File: src/include/ecpd_regs.svh
// constants for the error clear and pulse divider block
// assumes: included by bare name from the design files
`ifndef ECPD_REGS_SVH
`define ECPD_REGS_SVH

// widths
`define ECPD_DIV_W 16
`define ECPD_MOD_W 17
`define ECPD_ERR_W 20

// reset values
`define ECPD_FORM_RESET 2'h0
`define ECPD_DIV_RESET 16'h0800
`define ECPD_LINES_RESET 16'h0800
`define ECPD_ERR_RESET 20'h00000

// divider figures
`define ECPD_QUAD_MODULUS 17'h10000
`define ECPD_ENC13_PPR_CAP 16'h0800
`define ECPD_DIV_PASS 16'h0000

// error counter steps
`define ECPD_ERR_PLUS1 20'h00001
`define ECPD_ERR_MINUS1 20'hfffff
`define ECPD_ERR_ZERO 20'h00000

`endif

File: src/include/ecpd_pkg.sv
// types for the error clear and pulse divider block
// assumes: nothing; every use is written with the package name
package ecpd_pkg;

  typedef enum logic [1:0] {
    ECPD_FORM_HIGH = 2'h0,
    ECPD_FORM_RISE = 2'h1,
    ECPD_FORM_LOW = 2'h2,
    ECPD_FORM_FALL = 2'h3
  } ecpd_form_t;

  // output quadrature state, named by {a,b}
  typedef enum logic [3:0] {
    ECPD_PH_00 = 4'h1,
    ECPD_PH_10 = 4'h2,
    ECPD_PH_11 = 4'h4,
    ECPD_PH_01 = 4'h8
  } ecpd_phase_t;

endpackage

File: src/verilog/ecpd_top.sv
// error counter clear and encoder pulse divider, top level
// assumes: configuration and reference steps come from logic on CLK_SYS;
// encoder and clear pins are asynchronous
//
// Notes on behaviour
// - clearing condition forces the position error counter to zero.
// - clearing condition suspends position loop control.
// - clear form selector resets to level-high clearing.
// - form 0 holds the counter cleared while clear input is high.
// - form 1 clears once on each rising edge of clear input.
// - form 2 holds the counter cleared while clear input is low.
// - form 3 clears once on each falling edge of clear input.
// - divided encoder pulses drive differential phase A and B outputs; C repeats the synchronised index undivided.
// - divider sets output pulses per revolution; up to 65535, default 2048.
// - with a 13-bit encoder the divider is capped at 2048 pulses per rev.
// - divider zero passes encoder pulses one for one.
// - quadrature source gives divider times lines times 4 over 65536.
// - divider setting is latched once, on the first clock after each reset.
// - divider is independent of the electronic gear settings.
`include "ecpd_regs.svh"
module ecpd_top (
  // clock and reset
  input wire logic CLK_SYS,
  input wire logic RST,
  // configuration
  input wire logic [1:0] CLEAR_FORM_SELECT,
  input wire logic [15:0] OUTPUT_PULSE_DIVIDER,
  input wire logic [15:0] SOURCE_ENCODER_LINE_COUNT,
  input wire logic ENCODER_IS_SERIAL,
  input wire logic ENCODER_13BIT,
  // clear pin
  input wire logic COUNTER_CLEAR_INPUT,
  // motor encoder pins
  input wire logic ENC_PHASE_A,
  input wire logic ENC_PHASE_B,
  input wire logic ENC_PHASE_Z,
  // reference steps after gearing
  input wire logic REF_STEP,
  input wire logic REF_DIR_UP,
  // position loop
  output logic [19:0] POSITION_ERROR,
  output logic POSITION_LOOP_ENABLE,
  output logic ENCODER_FAULT,
  // divided encoder outputs
  output logic DIVIDED_PHASE_A_OUT,
  output logic DIVIDED_PHASE_A_OUT_N,
  output logic DIVIDED_PHASE_B_OUT,
  output logic DIVIDED_PHASE_B_OUT_N,
  output logic DIVIDED_INDEX_OUT,
  output logic DIVIDED_INDEX_OUT_N
);

  //////////////////////////////////////////////////////////////////////////
  // pin synchronisers

  logic [3:0] pins_sync;

  ecpd_sync #(
    .W(4)
  ) u_sync (
    .clk(CLK_SYS),
    .rst(RST),
    .d({COUNTER_CLEAR_INPUT, ENC_PHASE_A, ENC_PHASE_B, ENC_PHASE_Z}),
    .q(pins_sync)
  );

  wire clr_s = pins_sync[3];
  wire enc_a = pins_sync[2];
  wire enc_b = pins_sync[1];
  wire enc_z = pins_sync[0];

  //////////////////////////////////////////////////////////////////////////
  // clear qualifier

  logic clearing;

  ecpd_clear_ctl u_clear (
    .clk(CLK_SYS),
    .rst(RST),
    .clr_level(clr_s),
    .form_sel(CLEAR_FORM_SELECT),
    .clearing(clearing)
  );

  //////////////////////////////////////////////////////////////////////////
  // power-up latch of divider settings

  logic cfg_done_ff;
  logic [15:0] div_lat_ff;
  logic [15:0] lines_lat_ff;
  logic serial_lat_ff;
  logic enc13_lat_ff;

  // later changes are ignored until the next reset
  always_ff @(posedge CLK_SYS or posedge RST)
  begin
    if (RST)
    begin
      cfg_done_ff <= 1'b0;
      div_lat_ff <= `ECPD_DIV_RESET;
      lines_lat_ff <= `ECPD_LINES_RESET;
      serial_lat_ff <= 1'b0;
      enc13_lat_ff <= 1'b0;
    end
    else if (!cfg_done_ff)
    begin
      cfg_done_ff <= 1'b1;
      div_lat_ff <= OUTPUT_PULSE_DIVIDER;
      lines_lat_ff <= SOURCE_ENCODER_LINE_COUNT;
      serial_lat_ff <= ENCODER_IS_SERIAL;
      enc13_lat_ff <= ENCODER_13BIT;
    end
  end

  //////////////////////////////////////////////////////////////////////////
  // quadrature decoder of the motor encoder

  logic a_prev_ff;
  logic b_prev_ff;
  logic [2:0] primed_ff;
  logic fault_ff;

  always_ff @(posedge CLK_SYS or posedge RST)
  begin
    if (RST)
    begin
      a_prev_ff <= 1'b0;
      b_prev_ff <= 1'b0;
      primed_ff <= 3'h0;
    end
    else
    begin
      a_prev_ff <= enc_a;
      b_prev_ff <= enc_b;
      primed_ff <= {primed_ff[1:0], 1'b1};
    end
  end

  // no decoding until synchroniser and history hold real pin levels
  wire primed = primed_ff[2];
  wire a_chg = enc_a ^ a_prev_ff;
  wire b_chg = enc_b ^ b_prev_ff;
  wire one_chg = primed & (a_chg ^ b_chg);
  wire both_chg = primed & a_chg & b_chg;
  wire enc_fwd = enc_a ^ b_prev_ff;
  wire cnt_up = one_chg & enc_fwd;
  wire cnt_dn = one_chg & ~enc_fwd;

  // both phases moving at once is a lost count; sticky until reset
  always_ff @(posedge CLK_SYS or posedge RST)
  begin
    if (RST)
      fault_ff <= 1'b0;
    else if (both_chg)
      fault_ff <= 1'b1;
  end

  //////////////////////////////////////////////////////////////////////////
  // position error counter

  logic [19:0] err_ff;
  logic [19:0] nxt_err;
  logic loop_en_ff;

  wire ref_up = REF_STEP & REF_DIR_UP;
  wire ref_dn = REF_STEP & ~REF_DIR_UP;
  wire [19:0] ref_term = ref_up ? `ECPD_ERR_PLUS1 :
                         ref_dn ? `ECPD_ERR_MINUS1 : `ECPD_ERR_ZERO;
  wire [19:0] fb_term = cnt_up ? `ECPD_ERR_PLUS1 :
                        cnt_dn ? `ECPD_ERR_MINUS1 : `ECPD_ERR_ZERO;
  wire [19:0] err_sum = err_ff + ref_term - fb_term;

  assign nxt_err = clearing ? `ECPD_ERR_ZERO : err_sum;

  always_ff @(posedge CLK_SYS or posedge RST)
  begin
    if (RST)
    begin
      err_ff <= `ECPD_ERR_RESET;
      loop_en_ff <= 1'b0;
    end
    else
    begin
      err_ff <= nxt_err;
      loop_en_ff <= ~clearing;
    end
  end

  //////////////////////////////////////////////////////////////////////////
  // fractional divider; uses no gear numerator or denominator

  wire div_over13 = enc13_lat_ff & (div_lat_ff > `ECPD_ENC13_PPR_CAP);
  wire [15:0] div_cap13 = div_over13 ? `ECPD_ENC13_PPR_CAP : div_lat_ff;
  wire div_over_lines = serial_lat_ff & (div_cap13 > lines_lat_ff);
  wire [15:0] div_eff = div_over_lines ? lines_lat_ff : div_cap13;
  wire pass = (div_eff == `ECPD_DIV_PASS);

  // serial: div_eff pulses per rev; quadrature: scaled by 65536
  wire [16:0] modulus = serial_lat_ff ? {1'b0, lines_lat_ff} :
                        `ECPD_QUAD_MODULUS;

  logic [16:0] acc_ff;
  logic [16:0] nxt_acc;

  wire [17:0] inc18 = {2'b00, div_eff};
  wire [17:0] mod18 = {1'b0, modulus};
  wire [17:0] sum_up = {1'b0, acc_ff} + inc18;
  wire up_wrap = (sum_up >= mod18);
  wire [17:0] sum_up_wr = sum_up - mod18;
  wire [16:0] acc_up = up_wrap ? sum_up_wr[16:0] : sum_up[16:0];
  wire dn_wrap = ({1'b0, acc_ff} < inc18);
  wire [17:0] sum_dn_wr = {1'b0, acc_ff} + mod18 - inc18;
  wire [17:0] sum_dn = {1'b0, acc_ff} - inc18;
  wire [16:0] acc_dn = dn_wrap ? sum_dn_wr[16:0] : sum_dn[16:0];

  wire step_up = cfg_done_ff & cnt_up;
  wire step_dn = cfg_done_ff & cnt_dn;
  wire out_up = step_up & (pass | up_wrap);
  wire out_dn = step_dn & (pass | dn_wrap);

  assign nxt_acc = pass ? acc_ff :
                   step_up ? acc_up :
                   step_dn ? acc_dn : acc_ff;

  always_ff @(posedge CLK_SYS or posedge RST)
  begin
    if (RST)
      acc_ff <= 17'h00000;
    else
      acc_ff <= nxt_acc;
  end

  //////////////////////////////////////////////////////////////////////////
  // output quadrature generator

  ecpd_pkg::ecpd_phase_t ph_ff;
  ecpd_pkg::ecpd_phase_t nxt_ph;

  // forward walks 00,10,11,01 so A leads B
  always_comb
  begin
    nxt_ph = ph_ff;
    case (ph_ff)
      ecpd_pkg::ECPD_PH_00:
      begin
        if (out_up)
          nxt_ph = ecpd_pkg::ECPD_PH_10;
        else if (out_dn)
          nxt_ph = ecpd_pkg::ECPD_PH_01;
      end
      ecpd_pkg::ECPD_PH_10:
      begin
        if (out_up)
          nxt_ph = ecpd_pkg::ECPD_PH_11;
        else if (out_dn)
          nxt_ph = ecpd_pkg::ECPD_PH_00;
      end
      ecpd_pkg::ECPD_PH_11:
      begin
        if (out_up)
          nxt_ph = ecpd_pkg::ECPD_PH_01;
        else if (out_dn)
          nxt_ph = ecpd_pkg::ECPD_PH_10;
      end
      ecpd_pkg::ECPD_PH_01:
      begin
        if (out_up)
          nxt_ph = ecpd_pkg::ECPD_PH_00;
        else if (out_dn)
          nxt_ph = ecpd_pkg::ECPD_PH_11;
      end
      default:
        nxt_ph = ecpd_pkg::ECPD_PH_00;
    endcase
  end

  wire nxt_a = (nxt_ph == ecpd_pkg::ECPD_PH_10) |
               (nxt_ph == ecpd_pkg::ECPD_PH_11);
  wire nxt_b = (nxt_ph == ecpd_pkg::ECPD_PH_11) |
               (nxt_ph == ecpd_pkg::ECPD_PH_01);

  logic [5:0] out_ff;

  always_ff @(posedge CLK_SYS or posedge RST)
  begin
    if (RST)
    begin
      ph_ff <= ecpd_pkg::ECPD_PH_00;
      out_ff <= 6'h15;
    end
    else
    begin
      ph_ff <= nxt_ph;
      // true and complement of each pair
      out_ff <= {nxt_a, ~nxt_a, nxt_b, ~nxt_b, enc_z, ~enc_z};
    end
  end

  //////////////////////////////////////////////////////////////////////////
  // outputs

  assign POSITION_ERROR = err_ff;
  assign POSITION_LOOP_ENABLE = loop_en_ff;
  assign ENCODER_FAULT = fault_ff;
  assign DIVIDED_PHASE_A_OUT = out_ff[5];
  assign DIVIDED_PHASE_A_OUT_N = out_ff[4];
  assign DIVIDED_PHASE_B_OUT = out_ff[3];
  assign DIVIDED_PHASE_B_OUT_N = out_ff[2];
  assign DIVIDED_INDEX_OUT = out_ff[1];
  assign DIVIDED_INDEX_OUT_N = out_ff[0];

endmodule

File: src/verilog/ecpd_sync.sv
// two flip-flop synchroniser, one per bit
// assumes: inputs are asynchronous to clk
module ecpd_sync #(
  parameter int W = 1
) (
  // clock and reset
  input wire logic clk,
  input wire logic rst,
  // data
  input wire logic [W-1:0] d,
  output logic [W-1:0] q
);

  logic [W-1:0] stage1_ff;
  logic [W-1:0] stage2_ff;

  always_ff @(posedge clk or posedge rst)
  begin
    if (rst)
    begin
      stage1_ff <= '0;
      stage2_ff <= '0;
    end
    else
    begin
      stage1_ff <= d;
      stage2_ff <= stage1_ff;
    end
  end

  assign q = stage2_ff;

endmodule

File: src/verilog/ecpd_clear_ctl.sv
// error counter clear qualifier: level and edge forms
// assumes: clr_level already synchronised to clk
`include "ecpd_regs.svh"
module ecpd_clear_ctl (
  // clock and reset
  input wire logic clk,
  input wire logic rst,
  // inputs
  input wire logic clr_level,
  input wire logic [1:0] form_sel,
  // result
  output logic clearing
);

  ecpd_pkg::ecpd_form_t form_ff;
  ecpd_pkg::ecpd_form_t nxt_form;
  logic prev_ff;

  assign nxt_form = ecpd_pkg::ecpd_form_t'(form_sel);

  always_ff @(posedge clk or posedge rst)
  begin
    if (rst)
    begin
      form_ff <= ecpd_pkg::ecpd_form_t'(`ECPD_FORM_RESET);
      prev_ff <= 1'b0;
    end
    else
    begin
      form_ff <= nxt_form;
      prev_ff <= clr_level;
    end
  end

  wire rise = clr_level & ~prev_ff;
  wire fall = ~clr_level & prev_ff;
  wire sel_high = (form_ff == ecpd_pkg::ECPD_FORM_HIGH);
  wire sel_rise = (form_ff == ecpd_pkg::ECPD_FORM_RISE);
  wire sel_low = (form_ff == ecpd_pkg::ECPD_FORM_LOW);
  wire sel_fall = (form_ff == ecpd_pkg::ECPD_FORM_FALL);

  wire clr_hold_high = sel_high & clr_level;
  wire clr_once_rise = sel_rise & rise;
  wire clr_hold_low = sel_low & ~clr_level;
  wire clr_once_fall = sel_fall & fall;

  assign clearing = clr_hold_high | clr_once_rise | clr_hold_low |
                    clr_once_fall;

endmodule

File: config.mk
export PLATFORM = sky130hd
export DESIGN_NAME = ecpd_top
export DESIGN_NICKNAME = d
export VERILOG_FILES = /design/src/include/ecpd_pkg.sv /design/src/verilog/ecpd_top.sv /design/src/verilog/ecpd_sync.sv /design/src/verilog/ecpd_clear_ctl.sv
export VERILOG_INCLUDE_DIRS = /design/src /design/src/include
export SDC_FILE = /design/constraint.sdc
export NUM_CORES = 1
export LEC_CHECK = 0
export ABC_AREA = 1
export BUFFER_PORTS_ARGS = -buffer_cell sky130_fd_sc_hd__buf_4
export CORE_AREA = 3 3 133 135
export CTS_CLUSTER_DIAMETER = 40
export DETAILED_ROUTE_END_ITERATION = 8
export DIE_AREA = 0 0 136 138
export PLACE_DENSITY = 0.79
export SYNTH_ARGS = -nofsm -noshare
export SYNTH_HDL_FRONTEND = slang
export SYNTH_SLANG_ARGS = --single-unit
export TNS_END_PERCENT = 50
File: constraint.sdc
create_clock -name CLK_SYS -period 10.1 [get_ports CLK_SYS]
set_input_delay 1.01 -clock CLK_SYS [delete_from_list [all_inputs] [get_ports CLK_SYS]]
set_output_delay 1.01 -clock CLK_SYS [all_outputs]
set_load 0.03 [all_outputs]
==> impl_summary.txt <==
----------------------------------------------------
[Setup path]
  Critical path arrival ... 7.52 ns
  Critical path's slowest cell ... nand3_1
  Largest fanout on the critical path ... 26
  Capturing element type of the critical path ... flop
  CP Data Required Time ... 10.35 ns
  Delay of the slowest cell on the worst path ... 0.60 ns
  Capture point of the worst reg-to-reg path ... out_ff[5]
  Buffers & Inverters on Critical Path ... 5
  Most used cell along the critical path ... nand2_1
  RR Startpoint ... div_lat_ff[14]
  Worst Setup Start Kind ... flop
  R2r setup slk ... 2.83 ns
  Largest delay share family, worst path ... simple AND/OR/NAND/NOR gates
  Critical path class ... flop to flop
  Cell depth of the worst flop-to-flop path ... 37

[Power]
  Sw power ... 0.00229 W
  Leakage power figure ... 5.77 nW
  Sum of internal, switching and leakage power ... 0.00414 W
  Power density cells ... 377 nW/um^2
  Combinational power share ... 0.766
  Share of power burned in registers ... 0.146
  Int Power ... 0.00185 W
  Peak supply drop ... 0.000196 V
  Switch share ... 0.552
  Fraction of power consumed by the clock network ... 0.087

[Floorplan]
  Core region area ... 16,600 um^2
  I/O pins ... 72
  Die width ... 136 um
  Total die area ... 18,800 um^2
  Die outline height ... 138 um
  Number of cell rows ... 47
  Initial cell density of the core ... 0.602

[Run]
  Maxcap violations ... 0

[Synthesis]
  Count of yosys warnings during synthesis ... 0
  Synth Cell Area ... 9980 um^2
  Most used DFF post-synth ... dfrtp_1
  Fraction of synthesized cell area taken by the top area cell type ... 0.233
  Synthesized area divided by synthesized cell count ... 7.37 um^2
  Share of synthesized flip-flops with an asynchronous set or reset ... 1.00
  Syn Nets ... 1,542
  Largest area contributor in the netlist ... dfrtp_1
  Cell types with the largest area share after synthesis ... dfrtp_1, ha_1, nand2_1
  Distinct cell type count of the synthesized netlist ... 47
  Number of instances in the synthesized netlist ... 1,354
  Sequential element share of the synthesized area ... 0.249
  Register bit count reported by yosys ... 99
  EDFF count, synth ... 0

[Final layout]
  Area of the multi-input gates ... 6440 um^2
  Final core utilization ... 0.661
  Count of antenna diodes in the layout ... 0
  Area added between synthesis and finish ... 9.87%
  Number of fillers in the final layout ... 1,463
  Footprint of the flip-flops and latches ... 2480 um^2
  Nets ... 1,596
  Share of final-layout standard cells stronger than drive strength 1 ... 0.108

[Placed design]
  Final RePlAce weighted congestion ... 0.981
  Count of buffers from port buffering ... 71
  Hpwl dp ... 19,500 um

[STA]
  Hold Slack ... 0.352 ns
  Unrepaired setup endpoints after global routing ... no
  Max Fclk ... 0.138 GHz
  Total negative slack for setup checks ... 0 ns
  Slew Viols, Final ... 0
  Transition time of the tightest slew-check pin ... 0.983 ns
  Final setup violation count ... 0
  Post-route clock period utilization ... 0.719
  Slew headroom ... 0.340
  Setup clock skew after layout ... 0.0128 ns
  Final hold violation count ... 0
  Final period demand of the worst path ... 7.27 ns

[Clock network]
  Post CTS Setup Buffer Count ... 0
  Library cell used as clock root buffer ... clkbuf_16
  Latest clock arrival within the worst-skew pair ... 0.37 ns
  Sink Count ... 99
  Total number of H-tree levels ... 3
  Hold-fix buffer count after cts ... 0
  Clock Tree Buf Depth ... 2
  Number of buffers inserted during clock tree synthesis ... 9
  Clock transition at the register clock pins on the worst setup and hold paths after CTS ... 0.08 ns
  Gates resized, CTS repair ... 0
  Clock tree from TritonCTS ... built

[Global routing]
  Largest net degree at the start of global routing ... 77
  Remaining global-route overflow ... 0
  Via count of the first global-routing pass ... 8,724
  Global-route total usage across every layer ... 0.272
  First-pass GRT wire length ... 41,800 um
  Initial antenna violation count ... 0

[Min path]
  Class of the most critical hold timing path ... flop to flop
  Worst Hold Path Cells ... 0
  Hold Path Sink ... primed_ff[2]
  Startpoint of the worst hold path ... primed_ff[1]

[Detailed routing]
  Routed Antenna Nets ... 0
  First-pass iteration count of the detailed router ... 6
  Total DRC errors in the routed layout ... 0
  Iteration-0 DRC count of the detailed router ... 811
  WL/cell ... 15.3 um
  Total wirelength of the detailed-routed design ... 24,900 um
  Number of vias per cell after detailed routing ... 5.54
  Via count ... 9,044

[Status]
  Status ... finished clean

----------------------------------------------------
[placed cells by master (no fill, tap or decap), types with 7 or more instances in the layout]
| master | n |
|---|---|
| buf_4 | 73 |
| nand2_4 | 14 |
| a21oi_1 | 128 |
| fa_1 | 38 |
| dfrtp_1 | 93 |
| o21bai_1 | 7 |
| nor3_1 | 16 |
| xor2_1 | 37 |
| nand4_1 | 14 |
| o211ai_1 | 14 |
| nand3_1 | 64 |
| inv_1 | 232 |
| o21ai_0 | 108 |
| a21o_1 | 7 |
| nor2_1 | 84 |
| inv_2 | 8 |
| nand2_1 | 240 |
| xnor2_1 | 19 |
| nand2_2 | 17 |
| ha_1 | 106 |
| a31oi_1 | 24 |
| clkbuf_16 | 9 |
[layout make-up]
class,instances,area share
flip-flops and latches,99,0.227
well taps,220,0.0251
clock buffers,9,0.0205
multi-input cells,983,0.588
inverters,242,0.0831
clock inverters,7,0.00696
repair buffers,73,0.0500
[cell usage after synthesis (2+ instances only)]
library cell,instances
clkbuf_1,17
buf_4,3
xor2_1,37
and2_1,2
o21bai_1,7
nand3_1,64
o21ai_0,108
nor3_1,16
ha_1,106
fa_1,38
a21boi_0,4
inv_2,8
nor2_1,85
nor2_4,2
dfrtp_1,93
nand3_2,2
nand4_1,14
xnor2_1,19
o211ai_1,14
nor2_2,5
nor4_1,2
a21oi_1,128
nand2_1,240
nand2_2,17
a31oi_1,24
o21ai_1,5
inv_1,233
o31ai_1,6
a21o_1,7
nand2_4,14
o21a_1,3
or2_2,4
buf_2,8
dfstp_2,6
[how the worst max path moves through the flow]
| stage | start | endpoint | slack [ns] | depth (start not counted) |
|---|---|---|---|---|
| after global placement | div_lat_ff[14] | out_ff[5] | 3.21 | 39 |
| after floorplan | div_lat_ff[11] | acc_ff[8] | 4.50 | 37 |
| after detailed placement | div_lat_ff[14] | out_ff[5] | 2.96 | 39 |
| after CTS | div_lat_ff[14] | out_ff[5] | 2.89 | 39 |
| after global routing | div_lat_ff[14] | out_ff[3] | 2.05 | 37 |
| final | div_lat_ff[14] | out_ff[5] | 2.83 | 37 |
[metal layers]
metal | wire [um] | vias to the layer above | global-route usage
li1 | - | 4508 | -
met1 | 11700 | 4190 | 0.401
met2 | 11000 | 312 | 0.413
met3 | 1860 | 34 | 0.0491
met4 | 393 | 0 | 0.0727
met5 | 0 | - | 0
[power by group through the flow]
stage	combinational, W	clock (W)	sequential, W
2_1_floorplan	0.00237	0	0.000667
3_3_place_gp	0.00304	0	0.000608
3_5_place_dp	0.00308	0	0.000614
4_1_cts	0.00312	0.000366	0.000606
5_1_grt	0.00359	0.000382	0.000622
6_report	0.00317	0.000360	0.000606
[registers in the layout, indices dropped and copies added (netlist names)]
| signal | flops |
|---|---|
| POSITION_ERROR | 20 |
| acc_ff | 17 |
| div_lat_ff | 16 |
| lines_lat_ff | 16 |
| out_ff | 6 |
| ph_ff | 4 |
| u_sync.q | 4 |
| u_sync.stage1_ff | 4 |
| primed_ff | 3 |
| u_clear.form_ff | 2 |
| ENCODER_FAULT | 1 |
| POSITION_LOOP_ENABLE | 1 |
| a_prev_ff | 1 |
| b_prev_ff | 1 |
| enc13_lat_ff | 1 |
| serial_lat_ff | 1 |
| u_clear.prev_ff | 1 |
[per-stage QoR]
| step | setup slack [ns] | area, um^2 | cells |
|---|---|---|---|
| 3_5_place_dp | 2.96 | 10700 | 1617 |
| 6_report | 2.83 | 11000 | 1633 |
| 3_3_place_gp | 3.21 | 10700 | 1617 |
| 5_1_grt | 2.05 | 11000 | 1633 |
| 2_1_floorplan | 4.50 | 9980 | 1354 |
| 4_1_cts | 2.89 | 11000 | 1633 |
[cells by family (layout without fill, tap and decap cells)]
family | Yosys count | in the layout | synth area share
AO/OA/AOI/OAI | 312 | 312 | 0.173
XOR/XNOR | 56 | 56 | 0.0492
adder cells (fa/ha/maj) | 144 | 144 | 0.209
buffers and inverters | 272 | 331 | 0.106
flip-flops | 99 | 99 | 0.249
other | 1 | 1 | 0.000376
AND/OR/NAND/NOR | 470 | 470 | 0.213
No activity file was read; power rests on OpenSTA's default activity.
